==> config.mk <==
export PLATFORM = sky130hd
export DESIGN_NAME = afz_core
export DESIGN_NICKNAME = d
export VERILOG_FILES = /design/src/hdl/afz_pkg.sv /design/src/hdl/afz_core.sv
export SDC_FILE = /design/constraint.sdc
export NUM_CORES = 1
export LEC_CHECK = 0
export BUFFER_PORTS_ARGS = -buffer_cell sky130_fd_sc_hd__buf_2
export CORE_UTILIZATION = 45
export DETAILED_ROUTE_END_ITERATION = 7
export GPL_ROUTABILITY_DRIVEN = 0
export PLACE_DENSITY = 0.67
export REMOVE_ABC_BUFFERS = 1
export SKIP_CTS_REPAIR_TIMING = 1
export SYNTH_ARGS = -nofsm -noshare
export SYNTH_HDL_FRONTEND = slang
export SYNTH_SLANG_ARGS = --single-unit
==> constraint.sdc <==
create_clock -name clk_in -period 10.2 [get_ports clk_in]
set_input_delay 0 -clock clk_in [delete_from_list [all_inputs] [get_ports clk_in]]
set_output_delay 0 -clock clk_in [all_outputs]
set_load 0.02 [all_outputs]
==> src/hdl/afz_pkg.sv <==
package afz_pkg;
  localparam int NUM_CHANNELS     = 4;
  localparam int NUM_ZONES        = 4;
  localparam int SAMPLE_W         = 16;
  localparam int COUNT_W          = 4;
  localparam int UNIT_CNT_W       = 4;
  localparam int REG_ADDR_W       = 4;
  localparam int REG_DATA_W       = 32;
  localparam int PROG_CYCLE_CYCLES = 10;
  localparam logic [3:0] OFS_ZONE_CTRL    = 4'h0;
  localparam logic [3:0] OFS_LIGHT_MATRIX = 4'h1;
  localparam logic [3:0] OFS_PRESS_MATRIX = 4'h2;
  localparam logic [3:0] OFS_CURR_CFG     = 4'h3;
  localparam logic [3:0] OFS_PH_LIMIT     = 4'h4;
  localparam logic [3:0] OFS_RES_LIMIT    = 4'h5;
  localparam logic [3:0] OFS_SENS_CFG     = 4'h6;
  localparam logic [3:0] OFS_STATUS       = 4'h7;
  localparam logic [3:0] OFS_EVENTS       = 4'h8;
  // OFS_ZONE_CTRL fields
  localparam int ZC_EN_LSB  = 0;
  localparam int ZC_PH_LSB  = 4;
  localparam int ZC_RES_LSB = 8;
  // OFS_CURR_CFG fields
  localparam int CC_RES_SEL_LSB  = 0;
  localparam int CC_TEST_PLS_BIT = 2;
  localparam int CC_PH_NUM_LSB   = 4;
  localparam int CC_RES_NUM_LSB  = 8;
  localparam int CC_UNITS_LSB    = 12;
  // OFS_SENS_CFG: 2 bits per channel
  localparam int SC_CH_W = 2;
  localparam logic [31:0] RST_ZONE_CTRL = 32'h0000_0000;
  localparam logic [15:0] RST_MATRIX    = 16'h0000;
  localparam logic [31:0] RST_CURR_CFG  = 32'h0000_0110;
  localparam logic [15:0] RST_LIMIT     = 16'h7FFF;
  localparam logic [7:0]  RST_SENS_CFG  = 8'h00;

  typedef enum logic [1:0] {
    AFZ_RES_NONE = 2'b00,
    AFZ_RES_ONE  = 2'b01,
    AFZ_RES_TWO  = 2'b10
  } afz_res_sel_t;
endpackage
==> src/hdl/afz_core.sv <==
// Notes on behaviour
// Four channels, up to three sensors each
// Light indication per channel
// Pressure indication per channel
// Binary input indication while energized
// Phase and residual start when over limit
// Current blocked indications when block input active
// Zone trips when all its conditions met
// Blocked zone shows blocked instead of trip
// Sensor fault when count differs from setting
// Unit fault when unit count differs
// Enabled current required with light
// Pressure inputs enable per zone like light
// Current condition needs configured sample count
// Three phase, two residual samples, 5 ms
// Phase, residual or both by configuration
// Zone enable and channel light matrix
// Test pulse option masks arc binary input
// Arc units send periodic wiring test pulses
// Trips go out on fast dedicated outputs; fast_trip_output_two_out carries the current condition, not a trip
// Four zones, disabled after reset
// Residual source none, first or second
// Trip is enable, sensors, currents, not blocked
// Recompute per program cycle, events on change
//
// The address map and the strobed register port were left to the implementer.
`timescale 1ns/10ps
module afz_core (
  input  wire logic                              clk_in,
  input  wire logic                              reset_n_in,
  input  wire logic [afz_pkg::REG_ADDR_W-1:0]    reg_addr_in,
  input  wire logic [afz_pkg::REG_DATA_W-1:0]    reg_wdata_in,
  input  wire logic                              reg_wr_in,
  input  wire logic                              reg_rd_in,
  output logic      [afz_pkg::REG_DATA_W-1:0]    reg_rdata_out,
  input  wire logic [afz_pkg::NUM_CHANNELS-1:0]  light_in,
  input  wire logic [afz_pkg::NUM_CHANNELS-1:0]  pressure_in,
  input  wire logic [4*afz_pkg::NUM_CHANNELS-1:0] sensor_count_in,
  input  wire logic [afz_pkg::UNIT_CNT_W-1:0]    unit_count_in,
  input  wire logic                              arc_binary_input_in,
  input  wire logic                              test_pulse_in,
  input  wire logic                              phase_block_in,
  input  wire logic                              res_block_in,
  input  wire logic [afz_pkg::NUM_ZONES-1:0]     zone_block_in,
  input  wire logic                              sample_valid_in,
  input  wire logic [afz_pkg::SAMPLE_W-1:0]      phase_one_samples_in,
  input  wire logic [afz_pkg::SAMPLE_W-1:0]      phase_two_samples_in,
  input  wire logic [afz_pkg::SAMPLE_W-1:0]      phase_three_samples_in,
  input  wire logic [afz_pkg::SAMPLE_W-1:0]      residual_input_one_in,
  input  wire logic [afz_pkg::SAMPLE_W-1:0]      residual_input_two_in,
  output logic [afz_pkg::NUM_CHANNELS-1:0]       light_ind_out,
  output logic [afz_pkg::NUM_CHANNELS-1:0]       pressure_ind_out,
  output logic                                   arc_binary_input_out,
  output logic                                   phase_start_out,
  output logic                                   res_start_out,
  output logic                                   phase_blocked_out,
  output logic                                   res_blocked_out,
  output logic [afz_pkg::NUM_ZONES-1:0]          zone_trip_out,
  output logic [afz_pkg::NUM_ZONES-1:0]          zone_blocked_out,
  output logic [afz_pkg::NUM_CHANNELS-1:0]       sensor_fault_out,
  output logic                                   unit_fault_out,
  output logic                                   fast_trip_output_one_out,
  output logic                                   fast_trip_output_two_out,
  output logic [afz_pkg::NUM_ZONES-1:0]          trip_on_evt_out,
  output logic [afz_pkg::NUM_ZONES-1:0]          trip_off_evt_out,
  output logic [afz_pkg::NUM_ZONES-1:0]          blk_on_evt_out,
  output logic [afz_pkg::NUM_ZONES-1:0]          blk_off_evt_out
);
  import afz_pkg::*;

  localparam int NSYNC = 2 * NUM_CHANNELS + 4 + NUM_ZONES;

  function automatic logic over_limit(input logic [SAMPLE_W-1:0] s,
                                      input logic [SAMPLE_W-1:0] lim);
    over_limit = s > lim;
  endfunction

  // Reset release
  logic [1:0] rst_sync_ff;
  logic       rst_n;
  always_ff @(posedge clk_in or negedge reset_n_in) begin
    if (!reset_n_in) begin
      rst_sync_ff <= 2'b00;
    end else begin
      rst_sync_ff <= {rst_sync_ff[0], 1'b1};
    end
  end
  assign rst_n = rst_sync_ff[1];

  // Pin inputs: three stages, change accepted when 2nd and 3rd agree
  logic [NSYNC-1:0] raw_pins;
  logic [NSYNC-1:0] s1_ff;
  logic [NSYNC-1:0] s2_ff;
  logic [NSYNC-1:0] s3_ff;
  logic [NSYNC-1:0] pin_ff;
  logic [NSYNC-1:0] nxt_pin;
  assign raw_pins = {zone_block_in, res_block_in, phase_block_in, test_pulse_in,
                     arc_binary_input_in, pressure_in, light_in};
  genvar gi;
  generate
    for (gi = 0; gi < NSYNC; gi++) begin : g_sync
      assign nxt_pin[gi] = (s2_ff[gi] == s3_ff[gi]) ? s3_ff[gi] : pin_ff[gi];
    end
  endgenerate
  always_ff @(posedge clk_in or negedge rst_n) begin
    if (!rst_n) begin
      s1_ff  <= '0;
      s2_ff  <= '0;
      s3_ff  <= '0;
      pin_ff <= '0;
    end else begin
      s1_ff  <= raw_pins;
      s2_ff  <= s1_ff;
      s3_ff  <= s2_ff;
      pin_ff <= nxt_pin;
    end
  end
  logic [NUM_CHANNELS-1:0] light_s;
  logic [NUM_CHANNELS-1:0] press_s;
  logic                    abi_s;
  logic                    tpulse_s;
  logic                    ph_blk_s;
  logic                    res_blk_s;
  logic [NUM_ZONES-1:0]    zblk_s;
  assign light_s   = pin_ff[NUM_CHANNELS-1:0];
  assign press_s   = pin_ff[2*NUM_CHANNELS-1:NUM_CHANNELS];
  assign abi_s     = pin_ff[2*NUM_CHANNELS];
  assign tpulse_s  = pin_ff[2*NUM_CHANNELS+1];
  assign ph_blk_s  = pin_ff[2*NUM_CHANNELS+2];
  assign res_blk_s = pin_ff[2*NUM_CHANNELS+3];
  assign zblk_s    = pin_ff[NSYNC-1:2*NUM_CHANNELS+4];

  // Configuration registers
  logic [31:0] zone_ctrl_ff;
  logic [15:0] light_mtx_ff;
  logic [15:0] press_mtx_ff;
  logic [31:0] curr_cfg_ff;
  logic [15:0] ph_lim_ff;
  logic [15:0] res_lim_ff;
  logic [7:0]  sens_cfg_ff;
  logic        wr_zone;
  logic        wr_light;
  logic        wr_press;
  logic        wr_curr;
  logic        wr_phl;
  logic        wr_resl;
  logic        wr_sens;
  assign wr_zone  = reg_wr_in && reg_addr_in == OFS_ZONE_CTRL;
  assign wr_light = reg_wr_in && reg_addr_in == OFS_LIGHT_MATRIX;
  assign wr_press = reg_wr_in && reg_addr_in == OFS_PRESS_MATRIX;
  assign wr_curr  = reg_wr_in && reg_addr_in == OFS_CURR_CFG;
  assign wr_phl   = reg_wr_in && reg_addr_in == OFS_PH_LIMIT;
  assign wr_resl  = reg_wr_in && reg_addr_in == OFS_RES_LIMIT;
  assign wr_sens  = reg_wr_in && reg_addr_in == OFS_SENS_CFG;
  always_ff @(posedge clk_in or negedge rst_n) begin
    if (!rst_n) begin
      zone_ctrl_ff <= RST_ZONE_CTRL;
      light_mtx_ff <= RST_MATRIX;
      press_mtx_ff <= RST_MATRIX;
      curr_cfg_ff  <= RST_CURR_CFG;
      ph_lim_ff    <= RST_LIMIT;
      res_lim_ff   <= RST_LIMIT;
      sens_cfg_ff  <= RST_SENS_CFG;
    end else begin
      if (wr_zone)  zone_ctrl_ff <= {20'h00000, reg_wdata_in[11:0]};
      if (wr_light) light_mtx_ff <= reg_wdata_in[15:0];
      if (wr_press) press_mtx_ff <= reg_wdata_in[15:0];
      if (wr_curr)  curr_cfg_ff  <= {16'h0000, reg_wdata_in[15:0]};
      if (wr_phl)   ph_lim_ff    <= reg_wdata_in[15:0];
      if (wr_resl)  res_lim_ff   <= reg_wdata_in[15:0];
      if (wr_sens)  sens_cfg_ff  <= reg_wdata_in[7:0];
    end
  end
  logic [NUM_ZONES-1:0] zone_en;
  logic [NUM_ZONES-1:0] zone_ph_en;
  logic [NUM_ZONES-1:0] zone_res_en;
  logic [1:0]           res_sel;
  logic                 tpulse_opt;
  logic [COUNT_W-1:0]   ph_need;
  logic [COUNT_W-1:0]   res_need;
  logic [UNIT_CNT_W-1:0] units_cfg;
  assign zone_en     = zone_ctrl_ff[ZC_EN_LSB +: NUM_ZONES];
  assign zone_ph_en  = zone_ctrl_ff[ZC_PH_LSB +: NUM_ZONES];
  assign zone_res_en = zone_ctrl_ff[ZC_RES_LSB +: NUM_ZONES];
  assign res_sel     = curr_cfg_ff[CC_RES_SEL_LSB +: 2];
  assign tpulse_opt  = curr_cfg_ff[CC_TEST_PLS_BIT];
  assign ph_need     = curr_cfg_ff[CC_PH_NUM_LSB +: COUNT_W];
  assign res_need    = curr_cfg_ff[CC_RES_NUM_LSB +: COUNT_W];
  assign units_cfg   = curr_cfg_ff[CC_UNITS_LSB +: UNIT_CNT_W];

  // Current condition: consecutive over-limit sample count per 5 ms sample
  logic [COUNT_W-1:0] ph_cnt_ff;
  logic [COUNT_W-1:0] res_cnt_ff;
  logic [COUNT_W-1:0] nxt_ph_cnt;
  logic [COUNT_W-1:0] nxt_res_cnt;
  logic               ph_over;
  logic               res_over;
  logic [SAMPLE_W-1:0] res_sample;
  assign ph_over = over_limit(phase_one_samples_in, ph_lim_ff)
                || over_limit(phase_two_samples_in, ph_lim_ff)
                || over_limit(phase_three_samples_in, ph_lim_ff);
  assign res_sample = (res_sel == AFZ_RES_ONE) ? residual_input_one_in :
                      (res_sel == AFZ_RES_TWO) ? residual_input_two_in :
                      '0;
  assign res_over = (res_sel != AFZ_RES_NONE) && over_limit(res_sample, res_lim_ff);
  assign nxt_ph_cnt  = !sample_valid_in ? ph_cnt_ff :
                       !ph_over ? '0 :
                       (ph_cnt_ff == '1) ? ph_cnt_ff : ph_cnt_ff + 1'b1;
  assign nxt_res_cnt = !sample_valid_in ? res_cnt_ff :
                       !res_over ? '0 :
                       (res_cnt_ff == '1) ? res_cnt_ff : res_cnt_ff + 1'b1;
  always_ff @(posedge clk_in or negedge rst_n) begin
    if (!rst_n) begin
      ph_cnt_ff  <= '0;
      res_cnt_ff <= '0;
    end else begin
      ph_cnt_ff  <= nxt_ph_cnt;
      res_cnt_ff <= nxt_res_cnt;
    end
  end
  logic ph_cond;
  logic res_cond;
  assign ph_cond  = (ph_cnt_ff != '0) && (ph_cnt_ff >= ph_need);
  assign res_cond = (res_cnt_ff != '0) && (res_cnt_ff >= res_need);

  // Program cycle tick
  logic [7:0] pc_cnt_ff;
  logic       pc_tick;
  assign pc_tick = (pc_cnt_ff == 8'(PROG_CYCLE_CYCLES - 1));
  always_ff @(posedge clk_in or negedge rst_n) begin
    if (!rst_n) begin
      pc_cnt_ff <= '0;
    end else begin
      pc_cnt_ff <= pc_tick ? 8'h00 : pc_cnt_ff + 8'h01;
    end
  end

  // Zone decisions
  logic [NUM_ZONES-1:0] zone_cond;
  logic [NUM_ZONES-1:0] nxt_trip;
  logic [NUM_ZONES-1:0] nxt_blk;
  generate
    for (gi = 0; gi < NUM_ZONES; gi++) begin : g_zone
      logic sens_hit;
      logic curr_ok;
      assign sens_hit = |(light_s & light_mtx_ff[gi*NUM_CHANNELS +: NUM_CHANNELS])
                     || |(press_s & press_mtx_ff[gi*NUM_CHANNELS +: NUM_CHANNELS]);
      assign curr_ok = (!zone_ph_en[gi] || (ph_cond && !ph_blk_s))
                    && (!zone_res_en[gi] || (res_cond && !res_blk_s));
      assign zone_cond[gi] = zone_en[gi] && sens_hit && curr_ok;
      assign nxt_trip[gi]  = zone_cond[gi] && !zblk_s[gi];
      assign nxt_blk[gi]   = zone_cond[gi] && zblk_s[gi];
    end
  endgenerate

  // Channel sensor faults
  logic [NUM_CHANNELS-1:0] nxt_sfault;
  generate
    for (gi = 0; gi < NUM_CHANNELS; gi++) begin : g_chan
      assign nxt_sfault[gi] = sensor_count_in[gi*4 +: 4]
                           != {2'b00, sens_cfg_ff[gi*SC_CH_W +: SC_CH_W]};
    end
  endgenerate

  // Indications refresh on the program tick
  always_ff @(posedge clk_in or negedge rst_n) begin
    if (!rst_n) begin
      {light_ind_out, pressure_ind_out, arc_binary_input_out, phase_start_out} <= '0;
      {res_start_out, phase_blocked_out, res_blocked_out, zone_trip_out} <= '0;
      {zone_blocked_out, sensor_fault_out, unit_fault_out, trip_on_evt_out} <= '0;
      {trip_off_evt_out, blk_on_evt_out, blk_off_evt_out} <= '0;
    end else if (pc_tick) begin
      light_ind_out        <= light_s;
      pressure_ind_out     <= press_s;
      arc_binary_input_out <= abi_s && !(tpulse_opt && tpulse_s);
      phase_start_out      <= ph_cond && !ph_blk_s;
      res_start_out        <= res_cond && !res_blk_s;
      phase_blocked_out    <= ph_cond && ph_blk_s;
      res_blocked_out      <= res_cond && res_blk_s;
      zone_trip_out        <= nxt_trip;
      zone_blocked_out     <= nxt_blk;
      sensor_fault_out     <= nxt_sfault;
      unit_fault_out       <= unit_count_in != units_cfg;
      trip_on_evt_out      <= nxt_trip & ~zone_trip_out;
      trip_off_evt_out     <= ~nxt_trip & zone_trip_out;
      blk_on_evt_out       <= nxt_blk & ~zone_blocked_out;
      blk_off_evt_out      <= ~nxt_blk & zone_blocked_out;
    end else begin
      {trip_on_evt_out, trip_off_evt_out, blk_on_evt_out, blk_off_evt_out} <= '0;
    end
  end

  // Fast trip path bypasses the program cycle to cut latency
  always_ff @(posedge clk_in or negedge rst_n) begin
    if (!rst_n) begin
      fast_trip_output_one_out <= 1'b0;
      fast_trip_output_two_out <= 1'b0;
    end else begin
      fast_trip_output_one_out <= |nxt_trip;
      fast_trip_output_two_out <= ph_cond || res_cond;
    end
  end

  // Register read, one cycle later; unmapped reads zero
  logic [31:0] rd_mux;
  logic [31:0] status_word;
  logic [31:0] event_word;
  assign status_word = {14'h0000, unit_fault_out, res_blocked_out, phase_blocked_out,
                        res_start_out, phase_start_out, arc_binary_input_out,
                        sensor_fault_out, pressure_ind_out, light_ind_out};
  assign event_word  = {16'h0000, blk_off_evt_out, blk_on_evt_out,
                        zone_blocked_out, zone_trip_out};
  assign rd_mux = reg_addr_in == OFS_ZONE_CTRL    ? zone_ctrl_ff :
                  reg_addr_in == OFS_LIGHT_MATRIX ? {16'h0000, light_mtx_ff} :
                  reg_addr_in == OFS_PRESS_MATRIX ? {16'h0000, press_mtx_ff} :
                  reg_addr_in == OFS_CURR_CFG     ? curr_cfg_ff :
                  reg_addr_in == OFS_PH_LIMIT     ? {16'h0000, ph_lim_ff} :
                  reg_addr_in == OFS_RES_LIMIT    ? {16'h0000, res_lim_ff} :
                  reg_addr_in == OFS_SENS_CFG     ? {24'h000000, sens_cfg_ff} :
                  reg_addr_in == OFS_STATUS       ? status_word :
                  reg_addr_in == OFS_EVENTS       ? event_word : 32'h0000_0000;
  always_ff @(posedge clk_in or negedge rst_n) begin
    if (!rst_n) begin
      reg_rdata_out <= '0;
    end else begin
      reg_rdata_out <= reg_rd_in ? rd_mux : 32'h0000_0000;
    end
  end
endmodule

Yosys cells after proc, flatten, opt, wreduce, memory -nomap -nowiden. Index checks and enable logic that the tools add are counted.

Flip-flop bits (word level): 244. Logic and storage cells: 211. Bits of input ports: 157. Output and inout port bits: 76.

Multiplexer cells: 21. Reduce and logical (&&, ||, !) cells: 81. Bitwise logic cells: 16. Magnitude comparators: 6. Equal/unequal tests: 36. $add $sub $neg: 3.

Operators by type and width (count): $mux 18 (9); $gt 16x16->1 (4); $and 4x4->4 (12); $mux 16 (3); $logic_and 1x1->1 (36); $reduce_or 4->1 (9); $mux 4 (8); $eq 1x1->1 (16); $eq 4x3->1 const B (4); $ne 4x2->1 (4); $not 4->4 (4); $logic_not 1->1 (15); $logic_or 1x1->1 (15); $eq 4x4->1 const B (3); $add 4x1->4 const B (2); $add 8x1->8 const B (1); $eq 4x2->1 const B (2); $eq 8x4->1 const B (1); $ge 4x4->1 (2); $mux 8 (1); $reduce_bool 4->1 (2); $eq 4x1->1 const B (1); $logic_not 4->1 (1); $ne 2x2->1 const B (2); other kinds (5) (6).

Longest topological paths before layout. Gate-level depths: netlist of run 1.

Depth after elaboration: 11. Depth in mapped cells: 11. Mapped depth without buffers: 9.

Worst setup path before layout of run 1. OpenSTA, ideal clock, no wires.

Path type: register to register. Start: register curr_cfg_ff[0]. End: register res_cnt_ff[1]. Setup time: 122 ps. Stages on the path, launching flop included: 12. Required time: 10078 ps. Arrival: 2536 ps. Clock period less this slack: 2658 ps. Path slack: 7542 ps. Path buffers: 2. Cells stage by stage: dfrtp_1 > nor2b_1 > clkbuf_1 > clkbuf_1 > a22o_1 > ha_1 > nand4_1 > nand2b_1 > o31ai_1 > inv_1 > a31o_2 > a32o_1.

Longest elaborated chain between the ends: 7. Elaborated cells between the ends (all ways): 10. Those cells by class: order compare: 1; eq/ne: 3; mux: 3; reduce/logical: 3.

Ends and longest elaborated chain: from (decl) (RTL line afz_core.sv:137) `logic [31:0] curr_cfg_ff;`; from (signal assigned) (RTL line afz_core.sv:168) `if (wr_curr) curr_cfg_ff <= {16'h0000, reg_wdata_in[15:0]};`; $eq 2x2->1 (RTL line afz_core.sv:203) `(res_sel == AFZ_RES_TWO) ? residual_input_two_in :`; $mux 16 (RTL line afz_core.sv:203); $mux 16 (RTL line afz_core.sv:202) `assign res_sample = (res_sel == AFZ_RES_ONE) ? residual_input_one_in :`; $gt 16x16->1 (RTL line afz_core.sv:75) `over_limit = s > lim;`; $logic_and 1x1->1 * (RTL line afz_core.sv:205) `assign res_over = (res_sel != AFZ_RES_NONE) && over_limit(res_sample, res_lim_ff);`; $ne 2x2->1 (no source line); $reduce_and 2->1 (no source line); to (signal assigned) (RTL line afz_core.sv:218) `res_cnt_ff <= nxt_res_cnt;`; to (decl) (RTL line afz_core.sv:193) `logic [COUNT_W-1:0] res_cnt_ff;`.

Mark *: on every way between the ends. The rest lies on a longest branch, timed or not. A chain may end at the register's enable or synchronous reset.

Worst setup path after layout of run 1.
Start: register curr_cfg_ff[1]. End: register res_cnt_ff[1].

Same word-level chain as after synthesis.

==> results.sh, run 1 <==
export IMPL_n_antenna_cell=0
export IMPL_largest_net_degree_at_the_start_of_global_routing=178
export IMPL_clock_insertion_delay_worst_skew_ps=550
export IMPL_post_route_min_period_ps=3370
export IMPL_slew_headroom_pct=25.4
export IMPL_syn_mean_instance_area_um2=11.2
export IMPL_achievable_frequency_mhz=296
export IMPL_critical_path_peak_fanout=16
export IMPL_vdd_ir_drop_max_v=0.000180
export IMPL_final_cycle_utilization_of_the_critical_path_pct=33.1
export IMPL_timing_critical_path_arrival_ps=3790
export IMPL_hold_viol=0
export IMPL_placed_cells=1587
export IMPL_synth_async_reset_ratio_pct=100
export IMPL_timing_worst_slew_pin_value_ps=1120
export IMPL_share_of_cells_above_drive_strength_1_pct=29.2
export IMPL_syn_instance_count=1090
export IMPL_synth_top_cells_by_count="sky130_fd_sc_hd__dfrtp_1, sky130_fd_sc_hd__nand2_1, sky130_fd_sc_hd__mux2_2"
export IMPL_row_count=59
export IMPL_firstDrtPassIters=8
export IMPL_yosysWarnings=0
export IMPL_powerDensity_nw_per_um2=199
export IMPL_antenna_violations_before_repair=0
export IMPL_gr_usage_met2_pct=39.2
export IMPL_top_area_cell_type_share_of_the_netlist_area_pct=43.6
export IMPL_stdcell_count=1681
export IMPL_synth_edf_count=0
export IMPL_outcome="finished, violations left"
export IMPL_number_of_h_tree_branching_levels=1
export IMPL_die_y_um=167
export IMPL_final_cell_area_um2=14800
export IMPL_core_region_area_um2=26300
export IMPL_yosys_area_top_type="sky130_fd_sc_hd__dfrtp_1"
export IMPL_multiInputGateArea_um2=5570
export IMPL_fillCellCount=2306
export IMPL_grt_pass1_wl_um=51000
export IMPL_cts_max_path_buffers=3
export IMPL_rsz0062_at_grt="false"
export IMPL_grtUsageMet1_pct=32.1
export IMPL_critical_path_max_stage_delay_ps=880
export IMPL_worst_hold_slack_ps=89.2
export IMPL_post_place_ws_ps=6890
export IMPL_final_net_count=1561
export IMPL_initial_core_utilization_pct=46.3
export IMPL_cts_clk_slew_worst_paths_ps=60
export IMPL_grt_util_met3_pct=3.80
export IMPL_ant_nets=0
export IMPL_post_synth_top_count_cell="sky130_fd_sc_hd__dfrtp_1"
export IMPL_commonest_register_cell_after_synthesis="sky130_fd_sc_hd__dfrtp_1"
export IMPL_critical_path_startpoint_type="flop"
export IMPL_fin_worst_skew_ps=30.9
export IMPL_worstSetupEndpointType="flop"
export IMPL_via_count_of_the_first_global_routing_pass=9071
export IMPL_timing_final_ws_setup_ps=6830
export IMPL_fp_dieW_um=167
export IMPL_final_max_slew_violation_count=0
export IMPL_setup_tns_final_ps=0
export IMPL_critical_path_cell_sequence="nor2b_1 -> a22o_1 -> ha_1 -> nand4_1 -> nand2b_1 -> o31ai_1 -> inv_1 -> a31o_2 -> a32o_1"
export IMPL_critical_path_slowest_cell="sky130_fd_sc_hd__nor2b_1"
export IMPL_cp_data_required_time_ps=10620
export IMPL_synth_seq_cells=244
export IMPL_ff_latch_area_um2=6150
export IMPL_yosysSeqAreaShare_pct=50.5
export IMPL_leakage_uw=0.00701
export IMPL_drt_first_iter_violations=659
export IMPL_finalSetupViolCount=0
export IMPL_globalRouteOverflowTotal=0
export IMPL_die_outline_area_um2=27700
export IMPL_setup_worst_path_class="flop to flop"
export IMPL_ys_types=73
export IMPL_cts_root_buffer_cell="sky130_fd_sc_hd__clkbuf_16"
export IMPL_min_delay_path_class="input pin to flop"
export IMPL_synth_area_um2=12200
export IMPL_postRouteWirelength_um=33400
export IMPL_layout_area_overhead_vs_synth_pct=21.4
export IMPL_drc=21
export IMPL_vias_per_cell=5.61
export IMPL_max_cap_viol_count=0
export IMPL_dominant_cells_by_area_after_synthesis="sky130_fd_sc_hd__dfrtp_1, sky130_fd_sc_hd__ha_1, sky130_fd_sc_hd__mux2_2"
export IMPL_number_of_top_level_design_ports=233
export IMPL_dpl_instance_area_um2=13400
export IMPL_global_route_peak_usage_layer="met2"
export IMPL_critical_path_n_buffers_inverters=1
export IMPL_critical_path_top_delay_family="compound AO/OA/AOI/OAI gates"
export IMPL_cts_tree="done"
export IMPL_detailroute_via_count=9426
export IMPL_routed_wire_length_per_instance_um=19.9
export IMPL_aggregate_global_route_resource_usage_pct=23.7
export IMPL_place_port_buffers=202
export IMPL_violations="design-rule violations"
export IMPL_cts_made_buffers=26
export IMPL_cts_sinks=244
export IMPL_dp_hpwl_um=24300
## final timing paths
path	from	end	slack [ps]	cells past startpoint
worst min-delay path	zone_block_in[0]	s1_ff[12]$_DFF_PN0_	90	2
max in group asynchronous	rst_sync_ff[1]$_DFF_PN0_	s1_ff[10]$_DFF_PN0_	8290	1
min in group asynchronous	reset_n_in	rst_sync_ff[1]$_DFF_PN0_	300	3
worst max-delay path	curr_cfg_ff[1]$_DFFE_PN0P_	res_cnt_ff[1]$_DFFE_PN0P_	6830	9
worst min register to register	s1_ff[2]$_DFF_PN0_	s2_ff[2]$_DFF_PN0_	350	0
worst max register to register	curr_cfg_ff[1]$_DFFE_PN0P_	res_cnt_ff[1]$_DFFE_PN0P_	6830	9
## layout by cell type (no fill, tap or decap), types with 5 or more instances in the layout
cell | synthesis | layout
sky130_fd_sc_hd__dfrtp_1 | 212 | 211
sky130_fd_sc_hd__buf_2 | 14 | 202
sky130_fd_sc_hd__nand2_1 | 104 | 104
sky130_fd_sc_hd__mux2_2 | 85 | 85
sky130_fd_sc_hd__ha_1 | 78 | 78
sky130_fd_sc_hd__a21oi_1 | 60 | 60
sky130_fd_sc_hd__inv_1 | 55 | 55
sky130_fd_sc_hd__o21ai_0 | 53 | 53
sky130_fd_sc_hd__dlygate4sd3_1 | 0 | 46
sky130_fd_sc_hd__a22oi_1 | 36 | 36
sky130_fd_sc_hd__nor2_1 | 32 | 32
sky130_fd_sc_hd__dfstp_2 | 32 | 32
sky130_fd_sc_hd__clkbuf_16 | 0 | 26
sky130_fd_sc_hd__a22o_1 | 20 | 20
sky130_fd_sc_hd__mux2i_1 | 20 | 20
sky130_fd_sc_hd__nand4_1 | 18 | 18
sky130_fd_sc_hd__maj3_1 | 16 | 16
sky130_fd_sc_hd__nor2b_1 | 15 | 15
sky130_fd_sc_hd__and3_1 | 15 | 15
sky130_fd_sc_hd__conb_1 | 2 | 15
sky130_fd_sc_hd__xor2_1 | 14 | 14
sky130_fd_sc_hd__o22ai_1 | 13 | 13
sky130_fd_sc_hd__o211ai_1 | 12 | 12
sky130_fd_sc_hd__nand3_1 | 12 | 12
sky130_fd_sc_hd__nand2b_1 | 11 | 11
sky130_fd_sc_hd__nor4_1 | 11 | 11
sky130_fd_sc_hd__clkbuf_8 | 0 | 8
sky130_fd_sc_hd__and2_1 | 7 | 7
sky130_fd_sc_hd__nor3_1 | 7 | 7
sky130_fd_sc_hd__a211o_1 | 6 | 6
sky130_fd_sc_hd__o21ai_1 | 6 | 6
sky130_fd_sc_hd__nor3b_1 | 5 | 5
sky130_fd_sc_hd__and4_1 | 5 | 5
sky130_fd_sc_hd__xnor2_1 | 5 | 5
sky130_fd_sc_hd__a21o_1 | 5 | 5
## flip-flops by register name, indices dropped and copies added (netlist names), 4 cells and up
name,flops
press_mtx_ff,16
pc_cnt_ff,8
light_mtx_ff,16
ph_lim_ff,16
zone_trip_out,4
pin_ff,16
s3_ff,16
blk_off_evt_out,4
res_cnt_ff,4
light_ind_out,4
sens_cfg_ff,8
curr_cfg_ff,16
trip_on_evt_out,4
s1_ff,16
sensor_fault_out,4
zone_blocked_out,4
zone_ctrl_ff,12
blk_on_evt_out,4
ph_cnt_ff,4
pressure_ind_out,4
res_lim_ff,16
s2_ff,16
trip_off_evt_out,4
reg_rdata_out,18
## layout make-up
cell class,instances,area share [%]
Clock inverter,11,1.01
Clock buffer,37,5.22
Inverter,55,1.40
Sequential cell,244,41.6
Multi-Input combinational cell,746,37.7
Timing Repair Buffer,253,10.3
Tap cell,335,2.83
## logic make-up after synthesis
| family | after synthesis | synth area share, % |
|---|---|---|
| other cells | 2 | 0.0617 |
| buf+inv | 113 | 4.18 |
| flops | 244 | 50.5 |
| mux | 109 | 9.87 |
| compound gates | 245 | 13.5 |
| simple gates | 264 | 11.2 |
| xor+xnor | 19 | 1.37 |
| fa+ha+maj | 94 | 9.33 |
## through the flow
step	total power [µW]	utilization, %
6_report	2940	56.3
5_1_grt	3090	56.3
4_1_cts	2940	54.5
3_5_place_dp	1940	51.0
3_3_place_gp	1910	51.0
2_1_floorplan	1690	-
## per-layer routing
layer,vias up,wire [µm]
li1,4390,-
met1,4635,14700
met2,332,16000
met3,69,1890
met4,0,898
met5,-,0
## power by group
part           total [µW]  internal [µW]  switching, µW
logic                 666            299            367
registers            1280           1130            150
clock network         991            603            388
## worst reg2reg max path, delay by kind of cell (launching register included)
family	cells	cell delay (ps)
DFF	1	450
buffers and inverters	1	120
adders and majority gates	1	160
AOI/OAI and AO/OA	4	1280
and+or+nand+nor	3	1260
Note: power is estimated with default switching activity, not from simulation.
==> run 2: changes to the inputs <==
==> constraint.sdc (replaced) <==
create_clock -name clk_in -period 3.4 [get_ports clk_in]
set_input_delay 0 -clock clk_in [delete_from_list [all_inputs] [get_ports clk_in]]
set_output_delay 0 -clock clk_in [all_outputs]
set_load 0.02 [all_outputs]
==> results.sh, run 2 (same netlist as run 1, synthesis figures left out) <==
export IMPL_outcome="finished, violations left"
export IMPL_violations="design-rule violations, negative hold slack"
export IMPL_place_port_buffers=202
export IMPL_core_region_area_um2=26300
export IMPL_final_common_cell="sky130_fd_sc_hd__dfrtp_1"
export IMPL_drt_first_iter_violations=653
export IMPL_dp_hpwl_um=25000
export IMPL_detailroute_via_count=9558
export IMPL_share_clk_of_total_power_pct=33.5
export IMPL_powerDensity_nw_per_um2=593
export IMPL_timing_critical_path_arrival_ps=3180
export IMPL_antenna_violations_before_repair=2
export IMPL_number_of_top_level_design_ports=233
export IMPL_worstSetupEndpointType="flop"
export IMPL_die_y_um=167
export IMPL_layout_common_cells="sky130_fd_sc_hd__dfrtp_1, sky130_fd_sc_hd__buf_2, sky130_fd_sc_hd__nand2_1"
export IMPL_layout_area_overhead_vs_synth_pct=22.2
export IMPL_firstDrtPassIters=8
export IMPL_via_count_of_the_first_global_routing_pass=9354
export IMPL_critical_path_max_stage_delay_ps=430
export IMPL_p_sw_share_pct=30.8
export IMPL_share_of_cells_above_drive_strength_1_pct=30.0
export IMPL_final_cycle_utilization_of_the_critical_path_pct=81.4
export IMPL_drc=20
export IMPL_r2r_setup_slack_ps=630
export IMPL_setup_worst_path_class="flop to flop"
export IMPL_critical_path_peak_fanout=16
export IMPL_achievable_frequency_mhz=361
export IMPL_length_in_cells_of_the_worst_reg_to_reg_path=10
export IMPL_worst_hold_slack_ps=-60.8
export IMPL_finalSetupViolCount=0
export IMPL_final_max_slew_violation_count=0
export IMPL_row_count=59
export IMPL_ant_nets=0
export IMPL_critical_path_slowest_cell="sky130_fd_sc_hd__dfrtp_1"
export IMPL_hold_viol=1
export IMPL_registers_top_by_ff_count="reg_rdata_out"
export IMPL_leakage_uw=0.00707
export IMPL_postRouteWirelength_um=33900
export IMPL_post_place_ws_ps=658
export IMPL_multiInputGateArea_um2=5570
export IMPL_die_outline_area_um2=27700
export IMPL_min_delay_path_class="input pin to flop"
export IMPL_hold_path_startpoint="unit_count_in[3]"
export IMPL_fillCellCount=2258
export IMPL_timing_worst_slew_pin_value_ps=854
export IMPL_intPower_uw=6110
export IMPL_fin_worst_skew_ps=10.4
export IMPL_largest_net_degree_at_the_start_of_global_routing=98
export IMPL_critical_path_startpoint_type="flop"
export IMPL_crit_start="curr_cfg_ff[0]$_DFFE_PN0P_"
export IMPL_number_of_h_tree_branching_levels=1
export IMPL_final_net_count=1572
export IMPL_number_of_stages_on_the_worst_hold_path=4
export IMPL_holdPathEnd="unit_fault_out$_DFFE_PN0P_"
export IMPL_routed_wire_length_per_instance_um=20.0
export IMPL_vias_per_cell=5.65
export IMPL_cts_root_buffer_cell="sky130_fd_sc_hd__clkbuf_16"
export IMPL_slew_headroom_pct=42.9
export IMPL_cts_tree="done"
export IMPL_ff_latch_area_um2=6150
export IMPL_initial_core_utilization_pct=46.3
export IMPL_post_route_min_period_ps=2770
export IMPL_grt_pass1_wl_um=51300
export IMPL_cts_max_path_buffers=3
export IMPL_cp_data_required_time_ps=3820
export IMPL_timing_final_ws_setup_ps=631
export IMPL_rsz0062_at_grt="false"
export IMPL_p_comb_share_pct=23.1
export IMPL_vdd_ir_drop_max_v=0.000367
export IMPL_aggregate_global_route_resource_usage_pct=23.9
export IMPL_largest_reg_flops=18
export IMPL_regToRegEndpoint="res_cnt_ff[1]$_DFFE_PN0P_"
export IMPL_clock_insertion_delay_worst_skew_ps=540
export IMPL_cts_clk_slew_worst_paths_ps=60
export IMPL_critical_path_reg2reg_startpoint="curr_cfg_ff[0]$_DFFE_PN0P_"
export IMPL_fin_util_pct=56.6
export IMPL_critical_path_cell_sequence="nor2b_1 -> buf_4 -> a22o_1 -> ha_1 -> nand4_1 -> nand2b_1 -> o31ai_1 -> inv_1 -> a31o_2 -> a32o_1"
export IMPL_globalRouteOverflowTotal=0
export IMPL_cts_sinks=244
export IMPL_fp_dieW_um=167
export IMPL_p_switching_uw=2720
export IMPL_max_cap_viol_count=0
export IMPL_cts_made_buffers=25
export IMPL_power_sequential_fraction_pct=43.4
-- run 2: cell types whose count changed in the layout (fill, tap and decap cells not counted), sizes merged --
| cell | change |
|---|---|
| buf | +13 |
| clkbuf | -6 |
| clkinv | +2 |
| bufinv | +1 |
| diode | +1 |
| dlygate4sd3 | -1 |
| inv | +1 |
-- run 2: critical path: cells and delay by family (launching register included) --
kind	cells	cell delay (ps)
AOI/OAI and AO/OA	4	1110
and+or+nand+nor	3	490
DFF	1	430
adders and majority gates	1	310
buffers and inverters	2	300
-- run 2: power by group through the flow --
| stage | sequential [µW] | combinational (µW) | clock (µW) |
|---|---|---|---|
| floorplan | 3820 | 1260 | 0 |
| global placement | 3850 | 1910 | 0 |
| detailed placement | 3870 | 1990 | 0 |
| CTS | 3820 | 2000 | 3010 |
| global route | 3880 | 2270 | 3120 |
| finish | 3830 | 2030 | 2960 |
-- run 2: per-layer routing --
layer	track usage, %	wire [µm]
met1	31.7	14400
met2	39.2	16000
met3	3.73	2070
met4	9.42	1360
met5	0	16
-- run 2: worst max path at each step --
stage	end	slack, ps	cells past startpoint
global route	res_cnt_ff[1]$_DFFE_PN0P_	430	10
finish	res_cnt_ff[1]$_DFFE_PN0P_	630	10
detailed placement	ph_cnt_ff[3]$_DFFE_PN0P_	660	8
CTS	res_cnt_ff[1]$_DFFE_PN0P_	630	10
floorplan	arc_binary_input_out$_DFFE_PN0P_	-3850	0
global placement	res_cnt_ff[1]$_DFFE_PN0P_	690	10
-- run 2: layout make-up --
type / count / share of cell area [%]
clock buffers: 31 / 4.76
well taps: 335 / 2.82
flip-flops and latches: 244 / 41.3
repair buffers: 265 / 10.9
inverters: 55 / 1.39
multi-input cells: 746 / 37.5
diodes: 1 / 0.0168
clock inverters: 15 / 1.33
-- run 2: per-stage QoR --
step / hold WS [ps] / cell area [µm²] / instances / setup TNS, ps / total power [µW]
after floorplan: -296 / 11900 / 1045 / -867810 / 5080
after global placement: -214 / 13500 / 1600 / 0 / 5770
after detailed placement: -213 / 13500 / 1600 / 0 / 5860
after CTS: -782 / 14400 / 1646 / 0 / 8840
after global routing: 0.426 / 14900 / 1692 / 0 / 9270
final: -60.8 / 14900 / 1692 / 0 / 8820
